`src/supervisor_pkg.sv`:
```
// Shared constants and register layout for the converter supervision block.
package supervisor_pkg;
  localparam int NUM_CH = 4;
  localparam int CODE_W = 12;
  localparam logic [11:0] GAIN_RESET = 12'hFFF;
  localparam logic [11:0] OFFSET_RESET = 12'h800;
  localparam logic [11:0] CLEAR_CODE_RESET = 12'h000;
  localparam logic [15:0] WDOG_KEY = 16'h0195;
  localparam logic [7:0] CRC_POLY = 8'h07;
  // Status word bit positions.
  localparam int ST_PEC_ERR = 10;
  localparam int ST_RAMP = 9;
  localparam int ST_OVER_TEMP = 8;
  // AXI4-Lite register byte offsets.
  localparam logic [7:0] ADDR_CTRL = 8'h00;
  localparam logic [7:0] ADDR_STATUS = 8'h04;
  localparam logic [7:0] ADDR_LAST_FRAME = 8'h08;
  localparam logic [7:0] ADDR_CODE_BASE = 8'h10;
  localparam logic [7:0] ADDR_GAIN_BASE = 8'h20;
  localparam logic [7:0] ADDR_OFFSET_BASE = 8'h30;
  localparam logic [7:0] ADDR_CLRCODE_BASE = 8'h40;
  // Control register fields.
  localparam int CTRL_ECHO = 0;
  localparam int CTRL_CRC_EN = 1;
  localparam int CTRL_WD_EN = 2;
  localparam int CTRL_WD_SEL = 3;
  localparam int CTRL_CLR_ALLOW = 8;
  localparam logic [31:0] CTRL_RESET = 32'h0000_0000;
  localparam logic [1:0] RESP_OKAY = 2'b00;
  localparam logic [1:0] RESP_SLVERR = 2'b10;
  // Watchdog timeouts in ms and derived cycle counts at 125 MHz.
  localparam longint CLK_HZ = 125000000;
  localparam longint WD_MS_0 = 5;
  localparam longint WD_MS_1 = 10;
  localparam longint WD_MS_2 = 100;
  localparam longint WD_MS_3 = 200;
  localparam logic [31:0] WD_CYC_0 = 32'(WD_MS_0 * CLK_HZ / 1000);
  localparam logic [31:0] WD_CYC_1 = 32'(WD_MS_1 * CLK_HZ / 1000);
  localparam logic [31:0] WD_CYC_2 = 32'(WD_MS_2 * CLK_HZ / 1000);
  localparam logic [31:0] WD_CYC_3 = 32'(WD_MS_3 * CLK_HZ / 1000);
  localparam int FRAME_BITS = 32;
  localparam int PLAIN_BITS = 24;
endpackage

```
`src/serial_frame_rx.sv`:
```
// Serial port front end: samples the host pins, shifts frames and checks CRC.
`timescale 1ns/100ps
module serial_frame_rx
  import supervisor_pkg::*;
(
  input wire logic aclk,
  input wire logic aresetn,
  input wire logic sclk_pin,
  input wire logic frame_sel_n_pin,
  input wire logic serial_in,
  input wire logic [15:0] echo_word,
  input wire logic echo_on,
  output logic frame_done,
  output logic frame_ok,
  output logic frame_bad,
  output logic [23:0] frame_word,
  output logic serial_out
);
  logic [2:0] sclk_sy_reg, sclk_sy_next;
  logic [2:0] fs_sy_reg, fs_sy_next;
  logic [2:0] din_sy_reg, din_sy_next;
  logic sclk_q_reg, sclk_q_next, fs_q_reg, fs_q_next;
  logic [31:0] shift_reg, shift_next;
  logic [5:0] count_reg, count_next;
  logic [15:0] echo_reg, echo_next;
  logic done_reg, done_next, ok_reg, ok_next, bad_reg, bad_next, out_reg, out_next;
  logic [23:0] word_reg, word_next;
  logic sclk_s, fs_s;
  logic [7:0] crc;

  function automatic logic [7:0] crc8(input logic [23:0] d);
    logic [7:0] c;
    c = 8'h00;
    for (int i = 23; i >= 0; i--) begin
      c = (c[7] ^ d[i]) ? ((c << 1) ^ CRC_POLY) : (c << 1);
    end
    return c;
  endfunction

  always_comb begin
    sclk_sy_next = {sclk_sy_reg[1:0], sclk_pin};
    fs_sy_next = {fs_sy_reg[1:0], frame_sel_n_pin};
    din_sy_next = {din_sy_reg[1:0], serial_in};
    // A level counts once the second and third stages agree.
    sclk_s = (sclk_sy_reg[2] == sclk_sy_reg[1]) ? sclk_sy_reg[1] : sclk_q_reg;
    fs_s = (fs_sy_reg[2] == fs_sy_reg[1]) ? fs_sy_reg[1] : fs_q_reg;
    sclk_q_next = sclk_s;
    fs_q_next = fs_s;
    shift_next = shift_reg;
    count_next = count_reg;
    echo_next = echo_reg;
    out_next = out_reg;
    done_next = 1'b0;
    ok_next = 1'b0;
    bad_next = 1'b0;
    word_next = word_reg;
    crc = crc8(shift_reg[31:8]);
    if (fs_q_reg && !fs_s) begin
      count_next = 6'h00;
      echo_next = echo_on ? echo_word : 16'h0000;
      out_next = echo_on & echo_word[15];
    end else if (!fs_s && !sclk_q_reg && sclk_s) begin
      // Data is taken on the rising serial clock edge; the echo moves on the falling one.
      shift_next = {shift_reg[30:0], din_sy_reg[2]};
      if (count_reg != 6'h3F) count_next = count_reg + 6'h01;
    end else if (!fs_s && sclk_q_reg && !sclk_s) begin
      echo_next = {echo_reg[14:0], 1'b0};
      out_next = echo_on & echo_reg[14];
    end else if (!fs_q_reg && fs_s) begin
      done_next = 1'b1;
      out_next = 1'b0;
      if (count_reg == 6'(FRAME_BITS)) begin
        word_next = shift_reg[31:8];
        ok_next = (crc == shift_reg[7:0]);
        bad_next = (crc != shift_reg[7:0]);
      end else begin
        word_next = shift_reg[23:0];
        ok_next = (count_reg == 6'(PLAIN_BITS));
      end
    end
  end

  always_ff @(posedge aclk) begin
    if (!aresetn) begin
      // The serial clock idles high, so its detector starts high and sees no false edge.
      sclk_sy_reg <= 3'h7; fs_sy_reg <= 3'h7; din_sy_reg <= 3'h0;
      sclk_q_reg <= 1'b1; fs_q_reg <= 1'b1; shift_reg <= 32'h0;
      count_reg <= 6'h00; echo_reg <= 16'h0; out_reg <= 1'b0;
      done_reg <= 1'b0; ok_reg <= 1'b0; bad_reg <= 1'b0; word_reg <= 24'h0;
    end else begin
      sclk_sy_reg <= sclk_sy_next; fs_sy_reg <= fs_sy_next; din_sy_reg <= din_sy_next;
      sclk_q_reg <= sclk_q_next; fs_q_reg <= fs_q_next; shift_reg <= shift_next;
      count_reg <= count_next; echo_reg <= echo_next; out_reg <= out_next;
      done_reg <= done_next; ok_reg <= ok_next; bad_reg <= bad_next; word_reg <= word_next;
    end
  end

  assign frame_done = done_reg;
  assign frame_ok = ok_reg;
  assign frame_bad = bad_reg;
  assign frame_word = word_reg;
  assign serial_out = out_reg;
endmodule

```
`src/dac_supervisor.sv`:
```
// Fault, calibration, clear, echo and watchdog logic of the four-channel converter.
//
// Overview of operation
// Fault pin pulled low open-drain while any fault condition is present.
// Channel headroom-low indication flags that channel's compliance fault.
// Over-temperature indication asserts the fault pin.
// Separate status bits for channel faults, packet error and over-temperature.
// Stored code equals D*(M+1)/4096 + C - 2048 per channel.
// One multiplier and adder shared; pending channels calibrated in turn.
// Gain or offset writes do not update; next data write applies them.
// Gain resets to 4095, offset to 2048.
// Host calibrates gain first, then offset.
// With echo enabled, status word is shifted out during every write frame.
// Echo off after reset; host clears echo before normal readback.
// Host ignores CRC bits returned during status echo.
// Clear rising edge loads allowed channels with their clear code.
// Channels without clear-allow keep their output regardless of clear.
// Cleared channels keep clear code until a new data write.
// Host never asserts clear between readback frames.
// Host appends CRC-8 x^8+x^2+x+1 making a 32-bit frame.
// Bad CRC discards the write, sets packet error and fault.
// Status read clears packet error; fault releases if nothing else remains.
// Host keeps serial clock idle between read and no-op frames.
// Watchdog raises alert without key write within 5/10/100/200 ms.
// Alert is an active-high push-pull output.
// Status bits: packet error D10, ramp D9, over-temp D8, faults D3-D0.
// Each key write restarts the watchdog; alert holds until one arrives.
// Calibration result clamped to 0..4095.
//
// The AXI4-Lite register port and the placing of the registers were decided locally.
`timescale 1ns/100ps
module dac_supervisor
  import supervisor_pkg::*;
(
  input wire logic aclk,
  input wire logic aresetn,
  input wire logic [7:0] s_axi_awaddr,
  input wire logic s_axi_awvalid,
  output logic s_axi_awready,
  input wire logic [31:0] s_axi_wdata,
  input wire logic [3:0] s_axi_wstrb,
  input wire logic s_axi_wvalid,
  output logic s_axi_wready,
  output logic [1:0] s_axi_bresp,
  output logic s_axi_bvalid,
  input wire logic s_axi_bready,
  input wire logic [7:0] s_axi_araddr,
  input wire logic s_axi_arvalid,
  output logic s_axi_arready,
  output logic [31:0] s_axi_rdata,
  output logic [1:0] s_axi_rresp,
  output logic s_axi_rvalid,
  input wire logic s_axi_rready,
  input wire logic sclk_pin,
  input wire logic frame_sel_n_pin,
  input wire logic serial_in,
  output logic serial_out,
  input wire logic clear_pin,
  input wire logic [3:0] headroom_low,
  input wire logic over_temp,
  input wire logic ramp_active,
  output logic fault_n_o,
  output logic fault_n_oe,
  output logic alert,
  output logic [47:0] channel_codes
);
  import supervisor_pkg::*;

  logic aw_reg, aw_next, w_reg, w_next, b_reg, b_next, r_reg, r_next;
  logic [7:0] awa_reg, awa_next;
  logic [31:0] wd_reg, wd_next, rdata_reg, rdata_next;
  logic [1:0] bresp_reg, bresp_next, rresp_reg, rresp_next;
  logic [31:0] ctrl_reg, ctrl_next;
  logic [11:0] gain_reg [NUM_CH], gain_next [NUM_CH];
  logic [11:0] offs_reg [NUM_CH], offs_next [NUM_CH];
  logic [11:0] clrc_reg [NUM_CH], clrc_next [NUM_CH];
  logic [11:0] data_reg [NUM_CH], data_next [NUM_CH];
  logic [11:0] code_reg [NUM_CH], code_next [NUM_CH];
  logic [3:0] pend_reg, pend_next;
  logic [23:0] last_reg, last_next;
  logic pec_reg, pec_next;
  logic [2:0] clr_sy_reg, clr_sy_next;
  logic clr_q_reg, clr_q_next;
  logic [31:0] wd_cnt_reg, wd_cnt_next;
  logic alert_reg, alert_next, fault_reg, fault_next;
  logic frame_done, frame_ok, frame_bad, clr_s, key_write, wr_fire, rd_fire;
  logic [23:0] frame_word;
  logic [15:0] status_word;
  logic [1:0] sel;
  logic [31:0] wd_limit;
  logic signed [25:0] calc;

  serial_frame_rx u_rx (
    .aclk(aclk),
    .aresetn(aresetn),
    .sclk_pin(sclk_pin),
    .frame_sel_n_pin(frame_sel_n_pin),
    .serial_in(serial_in),
    .echo_word(status_word),
    .echo_on(ctrl_reg[CTRL_ECHO]),
    .frame_done(frame_done),
    .frame_ok(frame_ok),
    .frame_bad(frame_bad),
    .frame_word(frame_word),
    .serial_out(serial_out)
  );

  // see R23 see R4
  assign status_word = {5'h00, pec_reg, ramp_active, over_temp, 4'h0, headroom_low};
  assign wr_fire = aw_reg && w_reg && !b_reg;
  assign rd_fire = s_axi_arvalid && !r_reg;
  // A frame word of 0x195 in its low bits is the watchdog key.
  assign key_write = frame_ok && frame_word[15:0] == WDOG_KEY;

  always_comb begin
    sel = 2'(frame_word[17:16]);
    aw_next = aw_reg; w_next = w_reg; awa_next = awa_reg; wd_next = wd_reg;
    b_next = b_reg && !s_axi_bready; bresp_next = bresp_reg;
    r_next = r_reg && !s_axi_rready; rdata_next = rdata_reg; rresp_next = rresp_reg;
    ctrl_next = ctrl_reg; last_next = last_reg; pend_next = pend_reg;
    pec_next = pec_reg;
    gain_next = gain_reg; offs_next = offs_reg; clrc_next = clrc_reg;
    data_next = data_reg; code_next = code_reg;
    calc = 26'sd0;
    if (s_axi_awvalid && !aw_reg) begin
      aw_next = 1'b1; awa_next = s_axi_awaddr;
    end
    if (s_axi_wvalid && !w_reg) begin
      w_next = 1'b1; wd_next = s_axi_wdata;
    end
    if (wr_fire) begin
      aw_next = 1'b0; w_next = 1'b0; b_next = 1'b1; bresp_next = RESP_OKAY;
      if (awa_reg == ADDR_CTRL) begin
        ctrl_next = wd_reg;
      end else if (awa_reg[7:4] == ADDR_CODE_BASE[7:4] && awa_reg[1:0] == 2'b00) begin
        data_next[awa_reg[3:2]] = wd_reg[11:0];
        pend_next[awa_reg[3:2]] = 1'b1;
      end else if (awa_reg[7:4] == ADDR_GAIN_BASE[7:4] && awa_reg[1:0] == 2'b00) begin
        gain_next[awa_reg[3:2]] = wd_reg[11:0];
      end else if (awa_reg[7:4] == ADDR_OFFSET_BASE[7:4] && awa_reg[1:0] == 2'b00) begin
        offs_next[awa_reg[3:2]] = wd_reg[11:0];
      end else if (awa_reg[7:4] == ADDR_CLRCODE_BASE[7:4] && awa_reg[1:0] == 2'b00) begin
        clrc_next[awa_reg[3:2]] = wd_reg[11:0];
      end else begin
        bresp_next = RESP_SLVERR;
      end
    end
    // Good serial frames other than the watchdog key write the data register of the addressed channel.
    if (frame_ok) begin
      last_next = frame_word;
      if (!key_write) begin
        data_next[sel] = frame_word[11:0];
        pend_next[sel] = 1'b1;
      end
    end
    if (rd_fire) begin
      r_next = 1'b1; rresp_next = RESP_OKAY; rdata_next = 32'h0;
      if (s_axi_araddr == ADDR_CTRL) rdata_next = ctrl_reg;
      else if (s_axi_araddr == ADDR_STATUS) begin
        rdata_next = {16'h0, status_word};
        pec_next = 1'b0;
      end else if (s_axi_araddr == ADDR_LAST_FRAME) rdata_next = {8'h0, last_reg};
      else if (s_axi_araddr[7:4] == ADDR_CODE_BASE[7:4])
        rdata_next = {20'h0, code_reg[s_axi_araddr[3:2]]};
      else if (s_axi_araddr[7:4] == ADDR_GAIN_BASE[7:4])
        rdata_next = {20'h0, gain_reg[s_axi_araddr[3:2]]};
      else if (s_axi_araddr[7:4] == ADDR_OFFSET_BASE[7:4])
        rdata_next = {20'h0, offs_reg[s_axi_araddr[3:2]]};
      else if (s_axi_araddr[7:4] == ADDR_CLRCODE_BASE[7:4])
        rdata_next = {20'h0, clrc_reg[s_axi_araddr[3:2]]};
      else rresp_next = RESP_SLVERR;
    end
    if (frame_bad) pec_next = 1'b1;
    // One shared multiply-add serves the lowest pending channel per cycle.
    for (int i = NUM_CH - 1; i >= 0; i--) begin
      if (pend_reg[i]) sel = 2'(i);
    end
    if (pend_reg != 4'h0) begin
      calc = 26'(($signed({14'h0, data_reg[sel]}) * $signed({13'h0, gain_reg[sel]} + 26'sd1))
             >>> 12) + 26'($signed({14'h0, offs_reg[sel]})) - 26'sd2048;
      if (calc < 0) code_next[sel] = 12'h000;
      else if (calc > 26'sd4095) code_next[sel] = 12'hFFF;
      else code_next[sel] = calc[11:0];
      pend_next[sel] = pend_next[sel] & ~(pend_reg[sel] && !(frame_ok || wr_fire));
    end
    if (clr_s && !clr_q_reg) begin
      for (int i = 0; i < NUM_CH; i++) begin
        if (ctrl_reg[CTRL_CLR_ALLOW + i]) begin // see R13
          code_next[i] = clrc_reg[i];
          pend_next[i] = 1'b0;
        end
      end
    end
  end

  always_comb begin
    clr_sy_next = {clr_sy_reg[1:0], clear_pin};
    clr_s = (clr_sy_reg[2] == clr_sy_reg[1]) ? clr_sy_reg[1] : clr_q_reg;
    clr_q_next = clr_s;
    unique case (ctrl_reg[CTRL_WD_SEL +: 2])
      2'd0: wd_limit = WD_CYC_0;
      2'd1: wd_limit = WD_CYC_1;
      2'd2: wd_limit = WD_CYC_2;
      2'd3: wd_limit = WD_CYC_3;
    endcase
    wd_cnt_next = wd_cnt_reg;
    alert_next = alert_reg;
    if (!ctrl_reg[CTRL_WD_EN] || key_write) begin
      wd_cnt_next = 32'h0;
      alert_next = 1'b0;
    end else if (wd_cnt_reg >= wd_limit - 32'h1) begin
      alert_next = 1'b1;
    end else begin
      wd_cnt_next = wd_cnt_reg + 32'h1;
    end
    fault_next = (headroom_low != 4'h0) || over_temp || pec_next; // see R1 see R2
  end

  always_ff @(posedge aclk) begin
    if (!aresetn) begin
      aw_reg <= 1'b0; w_reg <= 1'b0; b_reg <= 1'b0; r_reg <= 1'b0;
      awa_reg <= 8'h00; wd_reg <= 32'h0; rdata_reg <= 32'h0;
      bresp_reg <= RESP_OKAY; rresp_reg <= RESP_OKAY;
      ctrl_reg <= CTRL_RESET;
      last_reg <= 24'h0; pend_reg <= 4'h0; pec_reg <= 1'b0;
      for (int i = 0; i < NUM_CH; i++) begin
        gain_reg[i] <= GAIN_RESET;
        offs_reg[i] <= OFFSET_RESET;
        clrc_reg[i] <= CLEAR_CODE_RESET;
        data_reg[i] <= 12'h000;
        code_reg[i] <= 12'h000;
      end
      clr_sy_reg <= 3'h0; clr_q_reg <= 1'b0; wd_cnt_reg <= 32'h0;
      alert_reg <= 1'b0; fault_reg <= 1'b0;
    end else begin
      aw_reg <= aw_next; w_reg <= w_next; b_reg <= b_next; r_reg <= r_next;
      awa_reg <= awa_next; wd_reg <= wd_next; rdata_reg <= rdata_next;
      bresp_reg <= bresp_next; rresp_reg <= rresp_next;
      ctrl_reg <= ctrl_next; last_reg <= last_next; pend_reg <= pend_next;
      pec_reg <= pec_next;
      gain_reg <= gain_next; offs_reg <= offs_next; clrc_reg <= clrc_next;
      data_reg <= data_next; code_reg <= code_next;
      clr_sy_reg <= clr_sy_next; clr_q_reg <= clr_q_next; wd_cnt_reg <= wd_cnt_next;
      alert_reg <= alert_next; fault_reg <= fault_next;
    end
  end

  assign s_axi_awready = !aw_reg;
  assign s_axi_wready = !w_reg;
  assign s_axi_bvalid = b_reg;
  assign s_axi_bresp = bresp_reg;
  assign s_axi_arready = !r_reg;
  assign s_axi_rvalid = r_reg;
  assign s_axi_rdata = rdata_reg;
  assign s_axi_rresp = rresp_reg;
  assign fault_n_o = 1'b0;
  assign fault_n_oe = fault_reg;
  assign alert = alert_reg;
  generate
    for (genvar g = 0; g < NUM_CH; g++) begin : g_codes
      assign channel_codes[12*g +: 12] = code_reg[g];
    end
  endgenerate
endmodule

```
`config.mk`:
```
export PLATFORM = sky130hd
export DESIGN_NAME = dac_supervisor
export DESIGN_NICKNAME = d
export VERILOG_FILES = /design/src/supervisor_pkg.sv /design/src/serial_frame_rx.sv /design/src/dac_supervisor.sv
export SDC_FILE = /design/constraint.sdc
export NUM_CORES = 2
export LEC_CHECK = 0
export BUFFER_PORTS_ARGS = -buffer_cell sky130_fd_sc_hd__clkbuf_2
export CAP_MARGIN = 25
export CORE_MARGIN = 2
export CORE_UTILIZATION = 40
export DETAILED_ROUTE_END_ITERATION = 8
export PLACE_DENSITY_LB_ADDON = 0.15
export RECOVER_POWER = 25
export SETUP_SLACK_MARGIN = 0.5
export SLEW_MARGIN = 20
export SYNTH_ARGS = -nofsm -noshare
export SYNTH_HDL_FRONTEND = slang
export SYNTH_HIERARCHICAL = 1
export SYNTH_SLANG_ARGS = --single-unit
```
`constraint.sdc`:
```
create_clock -name aclk -period 13.8 [get_ports aclk]
set_input_delay 2.07 -clock aclk [delete_from_list [all_inputs] [get_ports aclk]]
set_output_delay 2.07 -clock aclk [all_outputs]
set_load 0.005 [all_outputs]
```
==> results.sh <==
export IMPL_status="complete, but fails checks"
export IMPL_violations="max-capacitance violations, max-slew violations"
export IMPL_fin_crit_sh_pct=84.63
export IMPL_drt_iter0_drc=1928
export IMPL_final_setup_tns_ps=0
export IMPL_netlist_area_um2=29680
export IMPL_grt_first_pass_wirelength_um=143800
export IMPL_required_ps=14250
export IMPL_critPathMostFrequentCell="fa_1"
export IMPL_htree_levels=2
export IMPL_cts_made_buffers=52
export IMPL_ctsHoldBuffers=0
export IMPL_r2r_start="pend_reg[1]"
export IMPL_die_area_um2=76400
export IMPL_cp_startpoint="pend_reg[1]"
export IMPL_min_from="u_rx/sclk_sy_reg[0]"
export IMPL_diodes=0
export IMPL_grt_util_all_layers_pct=23.83
export IMPL_worstSetupPathType="flip-flop to flip-flop"
export IMPL_die_width_um=276.4
export IMPL_wl_per_cell_um=20.95
export IMPL_fin_nets=3759
export IMPL_hold_viol_final=0
export IMPL_fin_cells=4461
export IMPL_start_util_pct=40.54
export IMPL_min_path_cells=1
export IMPL_die_y_um=276.4
export IMPL_yosysWarnings=6
export IMPL_arrival_ps=12120
export IMPL_antenna_left=0
export IMPL_clk_path_buf_depth=3
export IMPL_vias=24920
export IMPL_rsz0062_at_grt="no"
export IMPL_core_area_um2=73210
export IMPL_cts_tree="yes"
export IMPL_max_cap_violations=3
export IMPL_setup_viol=0
export IMPL_end_kind="flip-flop"
export IMPL_syn_inst=3442
export IMPL_finalMaxSlewViolations=276
export IMPL_fin_crit_ps=11680
export IMPL_final_core_util_pct=45.08
export IMPL_leakagePower_nw=14.52
export IMPL_layout_common_cells="550 x nand2_1, 508 x dfxtp_1, 351 x nor2_1"
export IMPL_hold_worst_slack_ps=409.8
export IMPL_drc=0
export IMPL_final_common_cell="nand2_1"
export IMPL_stdcell_area_um2=33000
export IMPL_place_area_um2=31150
export IMPL_cts_resized=0
export IMPL_cts_sinks=508
export IMPL_root_buffer="clkbuf_16"
export IMPL_insertion_delay_ps=610
export IMPL_ioPinCount=162
export IMPL_grt_pass1_vias=23320
export IMPL_critPathLaunchType="flip-flop"
export IMPL_rows=99
export IMPL_place_inst=4360
export IMPL_slowest_stage="mux2i_1"
export IMPL_dpl_hpwl_um=65450
export IMPL_cts_clk_slew_worst_paths_ps=70
export IMPL_maxSlewHeadroom_pct=-265.2
export IMPL_antenna_found_initial=0
export IMPL_fmax_mhz=85.63
export IMPL_postCtsSetupRepairBufs=0
export IMPL_grt_overflow=0
export IMPL_fill_cells=7216
export IMPL_syn_avg_cell_area_um2=8.623
export IMPL_slowest_delay_ps=730
export IMPL_tightest_slew_ps=5478
export IMPL_grt_max_degree=153
export IMPL_vdd_ir_drop_max_uv=88.06
export IMPL_crit_fanout=27
export IMPL_drt_first_pass_iters=7
export IMPL_final_setup_skew_ps=30.25
export IMPL_routed_wl_um=93460
export IMPL_hold_class="flip-flop to flip-flop"
export IMPL_areaGrowthSynthToFinish_pct=11.18
export IMPL_port_buffers=154
export IMPL_power_density_nw_per_um2=96.21
export IMPL_routabilityCongestion=0.8679
export IMPL_layout_drive_gt1_share_pct=11.19
export IMPL_vias_per_cell=5.586
export IMPL_r2r_cells=38
## power by group
group / switching (mW) / leakage, nW / internal (mW) / total [mW]
combinational: 0.112 / 9.51 / 0.0539 / 0.166
clock: 0.622 / 0.901 / 0.880 / 1.50
sequential: 0.0243 / 4.11 / 1.48 / 1.51
## area by class of cell
| cell class | instances | area (um^2) | share of cell area (%) |
|---|---|---|---|
| inverter | 146 | 549.3 | 1.665 |
| clock inverter | 15 | 192.7 | 0.5839 |
| tap | 959 | 1200 | 3.636 |
| clock buffer | 80 | 1618 | 4.903 |
| sequential | 508 | 10170 | 30.82 |
| multi-input combinational | 2543 | 18070 | 54.76 |
| timing repair buffer | 210 | 1200 | 3.636 |
## path summary, 6_finish.rpt
path | to | slack, ps
min | u_rx/sclk_sy_reg[1] | 410
min reg2reg | u_rx/sclk_sy_reg[1] | 410
max | channel_codes[5] | 2120
max reg2reg | channel_codes[5] | 2120
## per-layer routing
metal	GRT usage (%)	part of all wire (%)	vias up
met5	0	0	-
met4	5.731	2.3	0
met3	3.524	6.7	113
met2	36.49	44	828
met1	35.10	47	12050
li1	-	-	11930
## metrics by stage
stage                     setup WS [ps]  total power [mW]
after detailed placement           2263             1.701
after global routing               1318             3.275
final                              2121             3.175
after floorplan                    4628             1.631
after CTS                          2220             3.197
after global placement             2224             1.700
## worst max-delay path, delay by kind of cell (launching register included)
family | cells | cell delay (ps)
adder cells (fa/ha/maj) | 8 | 3420
AND/OR/NAND/NOR | 12 | 2640
multiplexers | 2 | 940
flip-flops | 1 | 670
buffers and inverters | 4 | 580
AO/OA/AOI/OAI | 10 | 2480
XOR/XNOR | 2 | 770
(Power assumes the default switching activity.)
